===== config.mk =====
export PLATFORM = sky130hd
export DESIGN_NAME = logical_and_instruction_unit
export DESIGN_NICKNAME = d
export VERILOG_FILES = /design/src/and_unit_pkg.sv /design/src/datapath_if.sv /design/src/logical_and_instruction_unit.sv /design/src/and_logic_unit.sv /design/src/address_unit.sv
export SDC_FILE = /design/constraint.sdc
export NUM_CORES = 1
export LEC_CHECK = 0
export BUFFER_PORTS_ARGS = -buffer_cell sky130_fd_sc_hd__clkbuf_2
export CAP_MARGIN = 10
export CORE_ASPECT_RATIO = 0.9
export CORE_MARGIN = 5
export CORE_UTILIZATION = 61
export CTS_BUF_LIST = sky130_fd_sc_hd__clkbuf_8 sky130_fd_sc_hd__clkbuf_16
export CTS_CLUSTER_SIZE = 40
export DETAILED_ROUTE_END_ITERATION = 10
export HOLD_SLACK_MARGIN = 0.08
export PLACE_DENSITY_LB_ADDON = 0.3
export SLEW_MARGIN = 20
export SYNTH_ARGS = -nofsm -noshare
export SYNTH_HDL_FRONTEND = slang
export SYNTH_SLANG_ARGS = --single-unit
export TNS_END_PERCENT = 5

===== constraint.sdc =====
create_clock -name clk -period 3.5 [get_ports clk]
set_input_delay 0.7 -clock clk [delete_from_list [all_inputs] [get_ports clk]]
set_output_delay 0.7 -clock clk [all_outputs]
set_load 0.01 [all_outputs]

===== src/and_unit_pkg.sv =====
// Constants, types and helpers for the logical AND instruction datapath.
// Assumes one 40 MHz clock and an Avalon-MM register slave.
// Behaviour
// - AND A with A or B register, result back into A.
// - AND immediate into A, two cycles.
// - 8-bit absolute: base page high, operand low byte; three cycles.
// - Paged models take data page for 8/16-bit absolute and pointer forms.
// - 16-bit absolute address from the instruction, AND into A.
// - AND byte at pointer pair into A, two cycles.
// - Index forms use first or second index page by selected index.
// - Index plus signed displacement -128..127, AND into A, four cycles.
// - Index plus signed low pointer byte, AND into A, four cycles.
// - AND immediate into B register, three cycles.
// - AND immediate into low pointer byte, three cycles.
// - Prefix CEH then B2 with immediate ANDs into high pointer byte.
// - AND immediate into whole system flag byte, all eight flags replaced.
// - AND immediate into base-page addressed memory, five cycles.
package and_unit_pkg;
  localparam logic [5:0]  REG_CTRL       = 6'h00;
  localparam logic [5:0]  REG_INSTR      = 6'h04;
  localparam logic [5:0]  REG_BA         = 6'h08;
  localparam logic [5:0]  REG_HL         = 6'h0C;
  localparam logic [5:0]  REG_IX         = 6'h10;
  localparam logic [5:0]  REG_IY         = 6'h14;
  localparam logic [5:0]  REG_PAGES      = 6'h18;
  localparam logic [5:0]  REG_SC         = 6'h1C;
  localparam logic [5:0]  REG_MEMADDR    = 6'h20;
  localparam int          CTRL_START     = 0;
  localparam int          CTRL_VAR_LSB   = 1;
  localparam int          CTRL_IRSEL     = 5;
  localparam int          CTRL_RSEL      = 6;
  localparam int          CTRL_PAGED     = 7;
  localparam int          CTRL_BUSY      = 8;
  localparam int          CTRL_ACT_LSB   = 9;
  localparam int          SC_N           = 3;
  localparam int          SC_Z           = 0;
  localparam logic [7:0]  RST_BYTE       = 8'h00;
  localparam logic [15:0] RST_WORD       = 16'h0000;
  localparam logic [7:0]  RST_SC         = 8'h00;
  localparam logic [7:0]  PREFIX_BYTE    = 8'hCE;
  localparam logic [7:0]  PREFIX_AND_H   = 8'hB2;
  localparam logic [4:0]  CLK_PER_CYCLE  = 5'h02;
  localparam logic [4:0]  CYC_TWO        = 5'h02;
  localparam logic [4:0]  CYC_THREE      = 5'h03;
  localparam logic [4:0]  CYC_FOUR       = 5'h04;
  localparam logic [4:0]  CYC_FIVE       = 5'h05;
  localparam logic [4:0]  CYC_ABS16      = 5'h04;
  localparam logic [4:0]  CYC_IR         = 5'h03;
  localparam logic [4:0]  CNT_CAPTURE    = 5'h02;

  typedef enum logic [3:0] {
    V_AR = 4'h0, V_AIMM = 4'h1, V_AABS8 = 4'h2, V_AABS16 = 4'h3,
    V_AHL = 4'h4, V_AIR = 4'h5, V_AIRDD = 4'h6, V_AIRL = 4'h7,
    V_BIMM = 4'h8, V_LIMM = 4'h9, V_HIMM = 4'hA, V_SCIMM = 4'hB,
    V_MABS8IMM = 4'hC
  } variant_t;

  typedef enum logic [2:0] {
    AM_NONE = 3'h0, AM_ABS8 = 3'h1, AM_ABS16 = 3'h2, AM_HL = 3'h3,
    AM_IR = 3'h4, AM_IRDD = 3'h5, AM_IRL = 3'h6
  } addr_mode_t;

  function automatic logic [4:0] clocks_of(input variant_t v);
    logic [4:0] c;
    c = CYC_THREE;
    unique case (v)
      V_AR, V_AIMM, V_AHL: c = CYC_TWO;
      V_AABS16:            c = CYC_ABS16;
      V_AIR:               c = CYC_IR;
      V_AIRDD, V_AIRL:     c = CYC_FOUR;
      V_MABS8IMM:          c = CYC_FIVE;
      default:             c = CYC_THREE;
    endcase
    return 5'(c * CLK_PER_CYCLE);
  endfunction

  function automatic addr_mode_t mode_of(input variant_t v);
    addr_mode_t m;
    m = AM_NONE;
    unique case (v)
      V_AABS8, V_MABS8IMM: m = AM_ABS8;
      V_AABS16:            m = AM_ABS16;
      V_AHL:               m = AM_HL;
      V_AIR:               m = AM_IR;
      V_AIRDD:             m = AM_IRDD;
      V_AIRL:              m = AM_IRL;
      default:             m = AM_NONE;
    endcase
    return m;
  endfunction

  function automatic logic [31:0] merge_bytes(input logic [31:0] old_w,
                                              input logic [31:0] new_w,
                                              input logic [3:0]  be);
    logic [31:0] r;
    r = old_w;
    for (int i = 0; i < 4; i++) begin
      if (be[i]) r[i*8 +: 8] = new_w[i*8 +: 8];
    end
    return r;
  endfunction
endpackage


===== src/datapath_if.sv =====
// Operand, result and address signals between the sequencer and its units.
// Assumes all producers are combinational within one clock.
`timescale 1ns/10ps
interface datapath_if;
  logic [7:0]              op_a;
  logic [7:0]              op_b;
  logic [7:0]              result;
  logic                    neg;
  logic                    zero;
  and_unit_pkg::addr_mode_t mode;
  logic                    paged;
  logic                    ir_sel;
  logic [7:0]              br;
  logic [7:0]              ep;
  logic [7:0]              xp;
  logic [7:0]              yp;
  logic [7:0]              ll;
  logic [7:0]              hh;
  logic [7:0]              l_off;
  logic [15:0]             hl;
  logic [15:0]             ix;
  logic [15:0]             iy;
  logic [23:0]             addr;
  modport alu (input op_a, op_b, output result, neg, zero);
  modport agu (input mode, paged, ir_sel, br, ep, xp, yp, ll, hh, l_off,
               hl, ix, iy, output addr);
  modport core (output op_a, op_b, mode, paged, ir_sel, br, ep, xp, yp,
                ll, hh, l_off, hl, ix, iy,
                input result, neg, zero, addr);
endinterface


===== src/logical_and_instruction_unit.sv =====
// Execution unit for the AND instruction group, with register slave.
// Assumes a data memory that returns read data one clock after mem_rd.
`timescale 1ns/10ps
module logical_and_instruction_unit (
  input  wire logic        clk,
  input  wire logic        arst_n,
  input  wire logic [5:0]  avs_address,
  input  wire logic        avs_read,
  input  wire logic        avs_write,
  input  wire logic [31:0] avs_writedata,
  input  wire logic [3:0]  avs_byteenable,
  output logic [31:0]      avs_readdata,
  output logic             avs_waitrequest,
  output logic [23:0]      mem_addr,
  output logic             mem_rd,
  output logic             mem_wr,
  output logic [7:0]       mem_wdata,
  input  wire logic [7:0]  mem_rdata,
  output logic             busy
);

  typedef enum logic [0:0] {
    ST_IDLE = 1'b0,
    ST_RUN  = 1'b1
  } seq_state_t;

  typedef struct packed {
    seq_state_t              st;
    and_unit_pkg::variant_t  var_sel;
    and_unit_pkg::variant_t  act;
    logic                    ir_sel;
    logic                    r_sel;
    logic                    paged;
    logic [31:0]             instr;
    logic [7:0]              acc;
    logic [7:0]              breg;
    logic [7:0]              lreg;
    logic [7:0]              hreg;
    logic [15:0]             ix;
    logic [15:0]             iy;
    logic [7:0]              br;
    logic [7:0]              ep;
    logic [7:0]              xp;
    logic [7:0]              yp;
    logic [7:0]              sc;
    logic [4:0]              cnt;
    logic [4:0]              total;
    logic [7:0]              mem_data;
    logic [23:0]             mem_addr;
    logic                    mem_rd;
    logic                    mem_wr;
    logic [7:0]              mem_wdata;
    logic                    rd_ack;
    logic [31:0]             rdata;
  } core_state_t;

  core_state_t             s;
  core_state_t             next_s;
  datapath_if              dp ();
  logic                    prefixed;
  logic [7:0]              imm;
  logic [31:0]             rd_word;
  logic [31:0]             merged;
  logic                    wr_ok;
  logic                    start;
  and_unit_pkg::variant_t  new_var;
  and_unit_pkg::variant_t  start_var;

  and_logic_unit u_alu (
    .dp (dp.alu)
  );

  address_unit u_agu (
    .dp (dp.agu)
  );

  // Legal variant codes stop at the memory-destination form
  function automatic logic legal(input logic [3:0] code);
    return code <= and_unit_pkg::V_MABS8IMM;
  endfunction

  function automatic logic reads_mem(input and_unit_pkg::variant_t v);
    return and_unit_pkg::mode_of(v) != and_unit_pkg::AM_NONE;
  endfunction

  // Prefixed encoding overrides the software variant select
  assign prefixed = (s.instr[7:0] == and_unit_pkg::PREFIX_BYTE) &&
                    (s.instr[15:8] == and_unit_pkg::PREFIX_AND_H);
  assign imm      = prefixed ? s.instr[23:16] : s.instr[15:8];

  assign dp.mode   = and_unit_pkg::mode_of(s.act);
  assign dp.paged  = s.paged;
  assign dp.ir_sel = s.ir_sel;
  assign dp.br     = s.br;
  assign dp.ep     = s.ep;
  assign dp.xp     = s.xp;
  assign dp.yp     = s.yp;
  assign dp.ll     = s.instr[15:8];
  assign dp.hh     = s.instr[23:16];
  assign dp.l_off  = s.lreg;
  assign dp.hl     = {s.hreg, s.lreg};
  assign dp.ix     = s.ix;
  assign dp.iy     = s.iy;

  // Operand selection per variant
  // Memory forms except V_MABS8IMM fall to the default arm:
  // the accumulator meets the captured byte.

  always_comb begin
    dp.op_a = s.acc;
    dp.op_b = s.mem_data;
    unique case (s.act)
      and_unit_pkg::V_AR: begin
        dp.op_a = s.acc;
        dp.op_b = s.r_sel ? s.breg : s.acc;
      end
      and_unit_pkg::V_AIMM: begin
        dp.op_a = s.acc;
        dp.op_b = imm;
      end
      and_unit_pkg::V_BIMM: begin
        dp.op_a = s.breg;
        dp.op_b = imm;
      end
      and_unit_pkg::V_LIMM: begin
        dp.op_a = s.lreg;
        dp.op_b = imm;
      end
      and_unit_pkg::V_HIMM: begin
        dp.op_a = s.hreg;
        dp.op_b = imm;
      end
      and_unit_pkg::V_SCIMM: begin
        dp.op_a = s.sc;
        dp.op_b = imm;
      end
      and_unit_pkg::V_MABS8IMM: begin
        dp.op_a = s.mem_data;
        dp.op_b = s.instr[23:16];
      end
      default: begin
        dp.op_a = s.acc;
        dp.op_b = s.mem_data;
      end
    endcase
  end

  // Register read view
  // Unmapped offsets read as zero.

  always_comb begin
    rd_word = 32'h0000_0000;
    unique case (avs_address)
      and_unit_pkg::REG_CTRL: begin
        rd_word[and_unit_pkg::CTRL_VAR_LSB +: 4] = s.var_sel;
        rd_word[and_unit_pkg::CTRL_IRSEL]        = s.ir_sel;
        rd_word[and_unit_pkg::CTRL_RSEL]         = s.r_sel;
        rd_word[and_unit_pkg::CTRL_PAGED]        = s.paged;
        rd_word[and_unit_pkg::CTRL_BUSY]         = (s.st == ST_RUN);
        rd_word[and_unit_pkg::CTRL_ACT_LSB +: 4] = s.act;
      end
      and_unit_pkg::REG_INSTR:   rd_word = s.instr;
      and_unit_pkg::REG_BA:      rd_word[15:0] = {s.breg, s.acc};
      and_unit_pkg::REG_HL:      rd_word[15:0] = {s.hreg, s.lreg};
      and_unit_pkg::REG_IX:      rd_word[15:0] = s.ix;
      and_unit_pkg::REG_IY:      rd_word[15:0] = s.iy;
      and_unit_pkg::REG_PAGES:   rd_word = {s.yp, s.xp, s.ep, s.br};
      and_unit_pkg::REG_SC:      rd_word[7:0] = s.sc;
      and_unit_pkg::REG_MEMADDR: rd_word[23:0] = s.mem_addr;
      default:                   rd_word = 32'h0000_0000;
    endcase
  end

  assign merged  = and_unit_pkg::merge_bytes(rd_word, avs_writedata,
                                             avs_byteenable);
  // Writes wait while an instruction runs, so registers stay stable
  assign wr_ok   = avs_write && (s.st == ST_IDLE);
  assign new_var = and_unit_pkg::variant_t'(
                     merged[and_unit_pkg::CTRL_VAR_LSB +: 4]);
  assign start_var = prefixed ? and_unit_pkg::V_HIMM : new_var;
  assign start   = wr_ok && (avs_address == and_unit_pkg::REG_CTRL) &&
                   avs_byteenable[0] &&
                   avs_writedata[and_unit_pkg::CTRL_START] &&
                   (prefixed || legal(new_var));

  always_comb begin
    next_s        = s;
    next_s.mem_rd = 1'b0;
    next_s.mem_wr = 1'b0;
    next_s.rd_ack = avs_read && !s.rd_ack;
    if (avs_read && !s.rd_ack) next_s.rdata = rd_word;

    if (wr_ok) begin
      unique case (avs_address)
        and_unit_pkg::REG_CTRL: begin
          next_s.var_sel = new_var;
          next_s.ir_sel  = merged[and_unit_pkg::CTRL_IRSEL];
          next_s.r_sel   = merged[and_unit_pkg::CTRL_RSEL];
          next_s.paged   = merged[and_unit_pkg::CTRL_PAGED];
        end
        and_unit_pkg::REG_INSTR: next_s.instr = merged;
        and_unit_pkg::REG_BA: begin
          next_s.acc  = merged[7:0];
          next_s.breg = merged[15:8];
        end
        and_unit_pkg::REG_HL: begin
          next_s.lreg = merged[7:0];
          next_s.hreg = merged[15:8];
        end
        and_unit_pkg::REG_IX: next_s.ix = merged[15:0];
        and_unit_pkg::REG_IY: next_s.iy = merged[15:0];
        and_unit_pkg::REG_PAGES: begin
          next_s.br = merged[7:0];
          next_s.ep = merged[15:8];
          next_s.xp = merged[23:16];
          next_s.yp = merged[31:24];
        end
        and_unit_pkg::REG_SC: next_s.sc = merged[7:0];
        default: begin
          next_s.sc = s.sc;
        end
      endcase
    end


    // Sequencer
    // Only one instruction at a time;
    // a new start waits for busy to fall.

    unique case (s.st)
      ST_IDLE: begin
        if (start) begin
          next_s.st    = ST_RUN;
          next_s.act   = start_var;
          next_s.cnt   = 5'h00;
          next_s.total = and_unit_pkg::clocks_of(start_var);
        end
      end
      ST_RUN: begin
        next_s.cnt = 5'(s.cnt + 5'h01);
        if (s.cnt == 5'h00) begin
          next_s.mem_addr = dp.addr;
          next_s.mem_rd   = reads_mem(s.act);
        end
        // Memory answers in the clock after the strobe
        if (s.cnt == and_unit_pkg::CNT_CAPTURE) begin
          next_s.mem_data = mem_rdata;
        end
        // Results land on the last clock, so the cycle count is exact
        if (s.cnt == 5'(s.total - 5'h01)) begin
          next_s.st = ST_IDLE;
          if (s.act != and_unit_pkg::V_SCIMM) begin
            next_s.sc[and_unit_pkg::SC_N] = dp.neg;
            next_s.sc[and_unit_pkg::SC_Z] = dp.zero;
          end
          unique case (s.act)
            and_unit_pkg::V_AR,
            and_unit_pkg::V_AIMM,
            and_unit_pkg::V_AABS8,
            and_unit_pkg::V_AABS16,
            and_unit_pkg::V_AHL,
            and_unit_pkg::V_AIR,
            and_unit_pkg::V_AIRDD,
            and_unit_pkg::V_AIRL: begin
              next_s.acc = dp.result;
            end
            and_unit_pkg::V_BIMM: next_s.breg = dp.result;
            and_unit_pkg::V_LIMM: next_s.lreg = dp.result;
            and_unit_pkg::V_HIMM: next_s.hreg = dp.result;
            and_unit_pkg::V_SCIMM: begin
              // Interrupt mask bits are replaced like the rest
              next_s.sc = dp.result;
            end
            and_unit_pkg::V_MABS8IMM: begin
              next_s.mem_wr    = 1'b1;
              next_s.mem_wdata = dp.result;
            end
            default: begin
              next_s.acc = s.acc;
            end
          endcase
        end
      end
    endcase
  end

  // Reset loads constants only, field by field

  always_ff @(posedge clk or negedge arst_n) begin
    if (!arst_n) begin
      s.st        <= ST_IDLE;
      s.var_sel   <= and_unit_pkg::V_AR;
      s.act       <= and_unit_pkg::V_AR;
      s.ir_sel    <= 1'b0;
      s.r_sel     <= 1'b0;
      s.paged     <= 1'b0;
      s.instr     <= 32'h0000_0000;
      s.acc       <= and_unit_pkg::RST_BYTE;
      s.breg      <= and_unit_pkg::RST_BYTE;
      s.lreg      <= and_unit_pkg::RST_BYTE;
      s.hreg      <= and_unit_pkg::RST_BYTE;
      s.ix        <= and_unit_pkg::RST_WORD;
      s.iy        <= and_unit_pkg::RST_WORD;
      s.br        <= and_unit_pkg::RST_BYTE;
      s.ep        <= and_unit_pkg::RST_BYTE;
      s.xp        <= and_unit_pkg::RST_BYTE;
      s.yp        <= and_unit_pkg::RST_BYTE;
      s.sc        <= and_unit_pkg::RST_SC;
      s.cnt       <= 5'h00;
      s.total     <= 5'h00;
      s.mem_data  <= 8'h00;
      s.mem_addr  <= 24'h00_0000;
      s.mem_rd    <= 1'b0;
      s.mem_wr    <= 1'b0;
      s.mem_wdata <= 8'h00;
      s.rd_ack    <= 1'b0;
      s.rdata     <= 32'h0000_0000;
    end else begin
      s <= next_s;
    end
  end


  // Bus and memory outputs
  // Reads take one wait state so that read data come from a register
  assign avs_waitrequest = (avs_write && (s.st == ST_RUN)) ||
                           (avs_read && !s.rd_ack);
  assign avs_readdata    = s.rdata;
  assign mem_addr        = s.mem_addr;
  assign mem_rd          = s.mem_rd;
  assign mem_wr          = s.mem_wr;
  assign mem_wdata       = s.mem_wdata;
  assign busy            = (s.st == ST_RUN);

endmodule


===== src/and_logic_unit.sv =====
// Bitwise AND with negative and zero result flags.
// Assumes operands are stable for the clock in which the result is used.
`timescale 1ns/10ps
module and_logic_unit (
  datapath_if.alu dp
);
  // No carry chain, so each bit depends only on its own pair
  assign dp.result = dp.op_a & dp.op_b;
  assign dp.neg    = dp.result[7];
  assign dp.zero   = (dp.result == 8'h00);
endmodule


===== src/address_unit.sv =====
// Data memory address generation for every memory operand form.
// Assumes register values are held steady while an instruction runs.
`timescale 1ns/10ps
module address_unit (
  datapath_if.agu dp
);
  logic [7:0]  page;
  logic [15:0] base;
  logic [15:0] low;

  always_comb begin
    base = dp.ir_sel ? dp.iy : dp.ix;
    page = dp.ir_sel ? dp.yp : dp.xp;
    low  = 16'h0000;
    unique case (dp.mode)
      and_unit_pkg::AM_NONE:  low = 16'h0000;
      and_unit_pkg::AM_ABS8: begin
        page = dp.ep;
        low  = {dp.br, dp.ll};
      end
      and_unit_pkg::AM_ABS16: begin
        page = dp.ep;
        low  = {dp.hh, dp.ll};
      end
      and_unit_pkg::AM_HL: begin
        page = dp.ep;
        low  = dp.hl;
      end
      and_unit_pkg::AM_IR:   low = base;
      and_unit_pkg::AM_IRDD: low = base + {{8{dp.ll[7]}}, dp.ll};
      and_unit_pkg::AM_IRL:  low = base + {{8{dp.l_off[7]}},
                                           dp.l_off};
      default:  low = 16'h0000;
    endcase
    // Flat model: the page byte plays no part
    if (!dp.paged) page = 8'h00;
    dp.addr = {page, low};
  end
endmodule


==> Word-level counts from Yosys, hierarchy flattened <==
Memories as Yosys holds them, arrays and structs flattened.
Index checks and enable logic that the tools add are counted.
{ "word_totals": {"memories": 1, "rom_bits": 48, "regBits": 232, "input_bits": 54, "elab_cells": 148, "out_inout_bits": 68} }
{ "op_classes": {"order_cmp": 1, "bitwise_logic": 2, "reduce_logical": 30, "n_eq_ne": 33, "addsub": 4, "mux": 50} }
{ "mem_list": {"columns": ["memory", "depth", "word_bits", "read_ports", "rd_ports_with_merged_regs", "write_ports", "line", "source"], "rows": [
  ["(name not given)", 16, 3, 1, 0, 0, "and_unit_pkg.sv:66", "unique case (v)"]
]} }
{ "ops": {"columns": ["cell", "count"], "rows": [
  ["$mux W8", 16],
  ["$mux W104", 1],
  ["$mux W32", 3],
  ["$pmux W16 S6", 1],
  ["$mux W16", 5],
  ["$pmux W7 S9", 1],
  ["$pmux W8 S3", 2],
  ["$pmux W5 S8", 1],
  ["$pmux W8 S5", 1],
  ["$add A16 B16 Y16", 2],
  ["$pmux W8 S2", 2],
  ["$eq A6 B5 Y1 const B", 4],
  ["$pmux W3 S7", 1],
  ["$eq A4 B4 Y1 const B", 5],
  ["$mux W10", 2],
  ["$mux W9", 2],
  ["$pmux W3 S6", 1],
  ["$eq A4 B3 Y1 const B", 4],
  ["$eq A8 B8 Y1 const B", 2],
  ["$reduce_and A2 Y1", 8],
  ["$eq A6 B4 Y1 const B", 2],
  ["$pmux W5 S2", 1],
  ["$reduce_or A5 Y1", 2],
  ["$eq A3 B3 Y1 const B", 3],
  ["33 further kinds", 48]
]} }

==> Logic depth before layout (Yosys ltp) <==
{ "depth": {"ltp_word": 10, "depth_mapped": 14, "ltp_nobuf": 13} }

==> Modules after synthesis <==
From an unflattened synthesis, not the netlist that was laid out.
{ "hier_totals": {"hier_cells": 1444, "hier_area_um2": 13790.7} }
{ "by_module_without_submodules": {"columns": ["mod", "area_per_inst_um2", "instances", "cells_per_inst", "seq_area_each_um2"], "rows": [
  ["logical_and_instruction_unit", 11900.2, 1, 1202, 5780.5],
  ["address_unit", 1798.0, 1, 230, 0.0],
  ["and_logic_unit", 92.6, 1, 12, 0.0]
]} }

==> Least setup slack after synthesis <==
Ideal clock, no wire load.
{ "synth_path": {"path_kind": "flip-flop to flip-flop", "from": "reg, netlist name dp.ir_sel", "to": "reg, netlist name mem_addr[12]", "path_slack_ns": 0.301, "n_path_buf": 2, "stages_incl_launch_ff": 13, "required_ns": 3.374, "synth_period_minus_slack_ns": 3.199, "setup_ns": 0.126, "t_arrival_ns": 3.073, "path_cell_list": "dfrtp_1 > clkbuf_1 > buf_1 > mux2_2 > ha_1 > o21ai_0 > o2bb2ai_1 > a31oi_1 > a221o_1 > a21o_1 > a21oi_1 > xor2_1 > o21ai_1"} }
{ "synth_between": {"elab_chain_len": 3, "elab_cells_between_ends": 4, "classes_between": "add/sub (2); mux (2)"} }
{ "synth_rtl": {"columns": ["element", "line", "source"], "rows": [
  ["$mux W16 (*)", "address_unit.sv:12", "base = dp.ir_sel ? dp.iy : dp.ix;"],
  ["$add A16 B16 Y16 (on tied branches)", "address_unit.sv:31, address_unit.sv:30", null],
  ["$pmux W16 S6 (*)", "address_unit.sv:15", "unique case (dp.mode)"]
]} }
Every way passes the cells marked *; elsewhere a longest branch is shown, timed or not.
A chain may end at the register's enable or synchronous reset.

==> Final worst setup path <==
{ "layout_path": {"from": "reg s[227] (netlist name)", "to": "reg, netlist name mem_addr[12]"} }
{ "layout_between": {"elab_chain_len": 5, "elab_cells_between_ends": 16, "classes_between": "eq/ne (13); mux (2); reduce/logical (1)"} }
{ "layout_rtl": {"columns": ["element", "line", "source"], "rows": [
  ["start, declared", "logical_and_instruction_unit.sv:57", "core_state_t s;"],
  ["$eq A4 B4 Y1 / $eq A4 B2 Y1 (equally long branches)", "and_unit_pkg.sv:80", "unique case (v)"],
  ["$reduce_or A2 Y1", "and_unit_pkg.sv:80", null],
  ["$pmux W3 S6 (*)", "and_unit_pkg.sv:80", null],
  ["$eq A3 B3 Y1 (tied with other cells)", "address_unit.sv:15", null],
  ["$pmux W16 S6 (*)", "address_unit.sv:15", null]
]} }
Marked as above.

==> summary by stage <==
Synth
The synthesized netlist cell count is 1464. The total nets after synthesis is 1538. The Yosys step of the flow raised 0 warnings.

Sequential elements use 42.9% of the synthesized area. The share of synthesized registers carrying an async set or reset is 100%. The netlist uses 85 different library cells. The average instance in the mapped netlist occupies 9.21 sq um. The cell area that synthesis handed to floorplanning was 13500 sq um. Counting flops with a built-in enable in the synthesized netlist gives 0. Among all flip-flop cells after synthesis, the most frequent one is sky130_fd_sc_hd__dfrtp_1.

In this run, synthesis produced a sequential element count of 231.

GRT
The met2 layer usage reported by global route is 52.1%. The number of global-route vias before repair is 11600. The wire length of the first global-routing pass is 69800 um. In the global route stage, met1 resource usage came out at 51.8%. The largest net degree at the start of global routing is 82. The number of antenna violations at the first check in global routing is 0. Global routing used 35.6% of the available tracks.

The total global routing overflow is 0. In the global route stage, met3 resource usage came out at 10.2%. After global routing, the most crowded layer is met2.

Routing
After detailed routing, the number of remaining DRC violations is 0. The average wire length per cell after detail routing is 25.1 um. The number of DRC markers in iteration 0 is 2000. Once detail routing completed, the nets flagged for antenna violations numbered 0. The routed layout has 12300 vias.

The first TritonRoute pass finished after 7 iterations. In the routed layout, each cell is associated on average with a via count of 6.74. The routed design has 45900 um of wire.

Worst setup path
The maximum fanout along the worst path is 8. For flop-to-flop paths, the worst setup slack is 0.24 ns. For the worst flop-to-flop path, the logic depth is 13.

Data on the critical path is required at its endpoint by 3.91 ns. The destination of the critical timing path is mem_addr[12]. The most critical setup path has its startpoint at s[227]. The path type of the worst setup path is flop to flop. The startpoint identified for the worst register-to-register timing path is s[227]. The startpoint class of the critical path is a flop. The endpoint identified for the worst register-to-register timing path is mem_addr[12]. STA classifies the critical path endpoint as a flop. STA puts the critical path data arrival time at 3.67 ns.

Placed design
After legalization and detailed placement, the total HPWL measured 33700 um. Routability-driven placement finished with a final weighted congestion of 1.02. The port buffer count is 121.

STA
The part of the cycle the worst path needs is 93.1%. The summed negative setup slack over all endpoints is 0 ns. The count of final hold-check violations came to 0. At the pin with the least slew margin, the transition time is 0.925 ns. The worst slew margin relative to its limit is 38.1%. The clock tree skew after final layout is 0.00803 ns.

The time the final worst path needs with I/O delays and setup is 3.26 ns. The max-slew violation count is 0. Static timing analysis puts the maximum clock frequency at 307 MHz. Setup repair after global routing left no endpoint under its margin. The final number of setup-violating endpoints is 0.

Pwr
Registers are responsible for 46.1% of the overall power. Combinational logic is responsible for 17.6% of the overall power. The switching power as a share of total power is 31.1%. The internal portion of the total power is 5.02 mW. For this design the ratio of total power to cell area is 488 nW/um^2. The worst-case vdd ir drop is 0.399 mV. For this design the total switching power over the nets is 2.27 mW.

Power comes to 7.29 mW. The leakage power of the design is 6.89 nW. The fraction of power consumed by the clock network is 36.3%.

Clock network
Counting along the longest clock path gives a buffer depth of 3. The number of clock buffers added by TritonCTS is 25. The cell at the root of the clock tree is sky130_fd_sc_hd__clkbuf_16. The later-pin clock latency in the skew report is 0.54 ns. The clock transition at the register clock pins on the worst setup and hold paths after CTS is 0.06 ns.

The clock drives 231 sinks. In this run the number of H-tree levels came out at 1. Buffers inserted to repair hold after CTS numbered 0. The CTS tree is yes.

Layout
The final antenna diode count is 0. The post-layout net count is 1592. The layout overhead on the synthesized area is 10.8%. The share of final-layout standard cells stronger than drive strength 1 is 20.8%.

Die
The effective utilization at floorplan is 62.2%. The initialized floorplan defines 51 standard-cell rows. The total core area is 21700 sq um.

The overall die width is 167 um. The die covers 25200 sq um. The top-level port count is 122. The y dimension of the die is 151 um.

Status
The run finished with clean final reports.

Worst hold path
The path class of the tightest hold or removal check is input port to async pin.

Job
Max-cap violations in this run came to 0.
[how the worst min path moves through the flow]
stage / startpoint / to / slack [ns] / cells after the start
global placement: avs_readdata[29] / avs_readdata[29] / 0.46 / 2
detailed placement: mem_wdata[6] / mem_wdata[6] / 0.47 / 2
global route: arst_n / mem_wdata[2] / 0.19 / 1
floorplan: arst_n / avs_readdata[0] / 0.40 / 0
finish: arst_n / mem_wdata[2] / 0.14 / 1
CTS: arst_n / mem_wdata[2] / 0.19 / 1
[flip-flops by register name (all words and copies together) (netlist names)]
signal        flops
s                66
avs_readdata     32
mem_addr         24
dp.ix            16
dp.iy            16
dp.br             8
dp.ep             8
dp.hh             8
dp.hl             8
dp.l_off          8
dp.ll             8
dp.xp             8
dp.yp             8
mem_wdata         8
busy              1
dp.ir_sel         1
dp.paged          1
mem_rd            1
mem_wr            1
[per-layer routing]
metal | share of wire, % | vias up
li1 | - | 5345
met1 | 40 | 5895
met2 | 42 | 924
met3 | 14 | 163
met4 | 3.7 | 2
met5 | 0.092 | -
[synthesized netlist by cell type (13+ instances only)]
library cell | count | area share [%]
sky130_fd_sc_hd__dfrtp_1 | 231 | 43
sky130_fd_sc_hd__nand2_1 | 220 | 6.1
sky130_fd_sc_hd__o21ai_0 | 167 | 6.2
sky130_fd_sc_hd__a21oi_1 | 97 | 3.6
sky130_fd_sc_hd__nor2_1 | 93 | 2.6
sky130_fd_sc_hd__buf_4 | 74 | 4.1
sky130_fd_sc_hd__clkbuf_1 | 57 | 1.6
sky130_fd_sc_hd__mux2_2 | 56 | 4.7
sky130_fd_sc_hd__a22oi_1 | 54 | 3.0
sky130_fd_sc_hd__mux2i_1 | 44 | 3.3
sky130_fd_sc_hd__inv_1 | 30 | 0.83
sky130_fd_sc_hd__a22o_1 | 24 | 1.6
sky130_fd_sc_hd__buf_2 | 23 | 0.85
sky130_fd_sc_hd__ha_1 | 19 | 1.8
sky130_fd_sc_hd__nor3_1 | 16 | 0.59
sky130_fd_sc_hd__a222oi_1 | 13 | 0.96
[critical path, stage by stage (launching register included)]
cell                       delay [ns]
sky130_fd_sc_hd__dfrtp_1         0.38
sky130_fd_sc_hd__nand4b_4        0.30
sky130_fd_sc_hd__mux2_2          0.34
sky130_fd_sc_hd__ha_1            0.20
sky130_fd_sc_hd__inv_1           0.08
sky130_fd_sc_hd__fa_1            0.21
sky130_fd_sc_hd__nor2b_1         0.06
sky130_fd_sc_hd__o21ai_0         0.34
sky130_fd_sc_hd__a31oi_1         0.22
sky130_fd_sc_hd__a221o_1         0.40
sky130_fd_sc_hd__a21o_1          0.20
sky130_fd_sc_hd__a21oi_1         0.16
sky130_fd_sc_hd__xor2_1          0.17
sky130_fd_sc_hd__o21ai_1         0.07
[through the flow]
step | utilization [%] | hold slack, ns | std cells | setup WS, ns | instance area [sq um]
final | 68.9 | 0.144 | 1828 | 0.243 | 14900
after global routing | 68.9 | 0.192 | 1828 | 0.133 | 14900
after CTS | 68.8 | 0.185 | 1826 | 0.215 | 14900
after detailed placement | 65.0 | 0.466 | 1780 | 0.230 | 14100
after global placement | 65.0 | 0.461 | 1780 | 0.299 | 14100
after floorplan | - | 0.404 | 1464 | 0.301 | 13500
[timing repair]
item | in CTS | in global routing
setup buffers | 0 | 2
endpoints found under the setup margin | 0 | 1
hold endpoints to repair | 0 | 0
resized for setup | 0 | 0
[cells by family after synthesis]
logic type	synth area share [%]
buffers and inverters	7.67
multiplexers	9.44
AO/OA/AOI/OAI	22.2
adder cells (fa/ha/maj)	1.91
flip-flops	42.9
XOR/XNOR	1.10
AND/OR/NAND/NOR	14.8
[area by class of cell]
cell class / count / area [sq um]
clock inverters: 16 / 126
fillers: 1719 / 6760
flip-flops and latches: 231 / 5780
repair buffers: 186 / 1170
inverters: 33 / 124
multi-input cells: 1041 / 6690
clock buffers: 30 / 694
well taps: 291 / 364
[cell usage in the layout, fill, tap and decap left out, types with 16 or more instances in the layout]
cell and count:
sky130_fd_sc_hd__dfrtp_1 231, sky130_fd_sc_hd__nand2_1 219, sky130_fd_sc_hd__o21ai_0 167, sky130_fd_sc_hd__clkbuf_2 120, sky130_fd_sc_hd__a21oi_1 97, sky130_fd_sc_hd__nor2_1 93, sky130_fd_sc_hd__buf_4 60, sky130_fd_sc_hd__mux2_2 56
sky130_fd_sc_hd__a22oi_1 54, sky130_fd_sc_hd__mux2i_1 44, sky130_fd_sc_hd__inv_1 38, sky130_fd_sc_hd__clkbuf_16 25, sky130_fd_sc_hd__a22o_1 24, sky130_fd_sc_hd__ha_1 19, sky130_fd_sc_hd__nor3_1 16
[power by group through the flow]
stage / Sequential [mW] / Clock (mW) / Combinational (mW)
CTS: 3.32 / 2.66 / 1.25
floorplan: 3.16 / 0 / 0.861
global placement: 3.36 / 0 / 1.21
finish: 3.36 / 2.65 / 1.29
detailed placement: 3.36 / 0 / 1.24
global route: 3.36 / 2.78 / 1.40
Note: power is estimated with default switching activity, not from simulation.
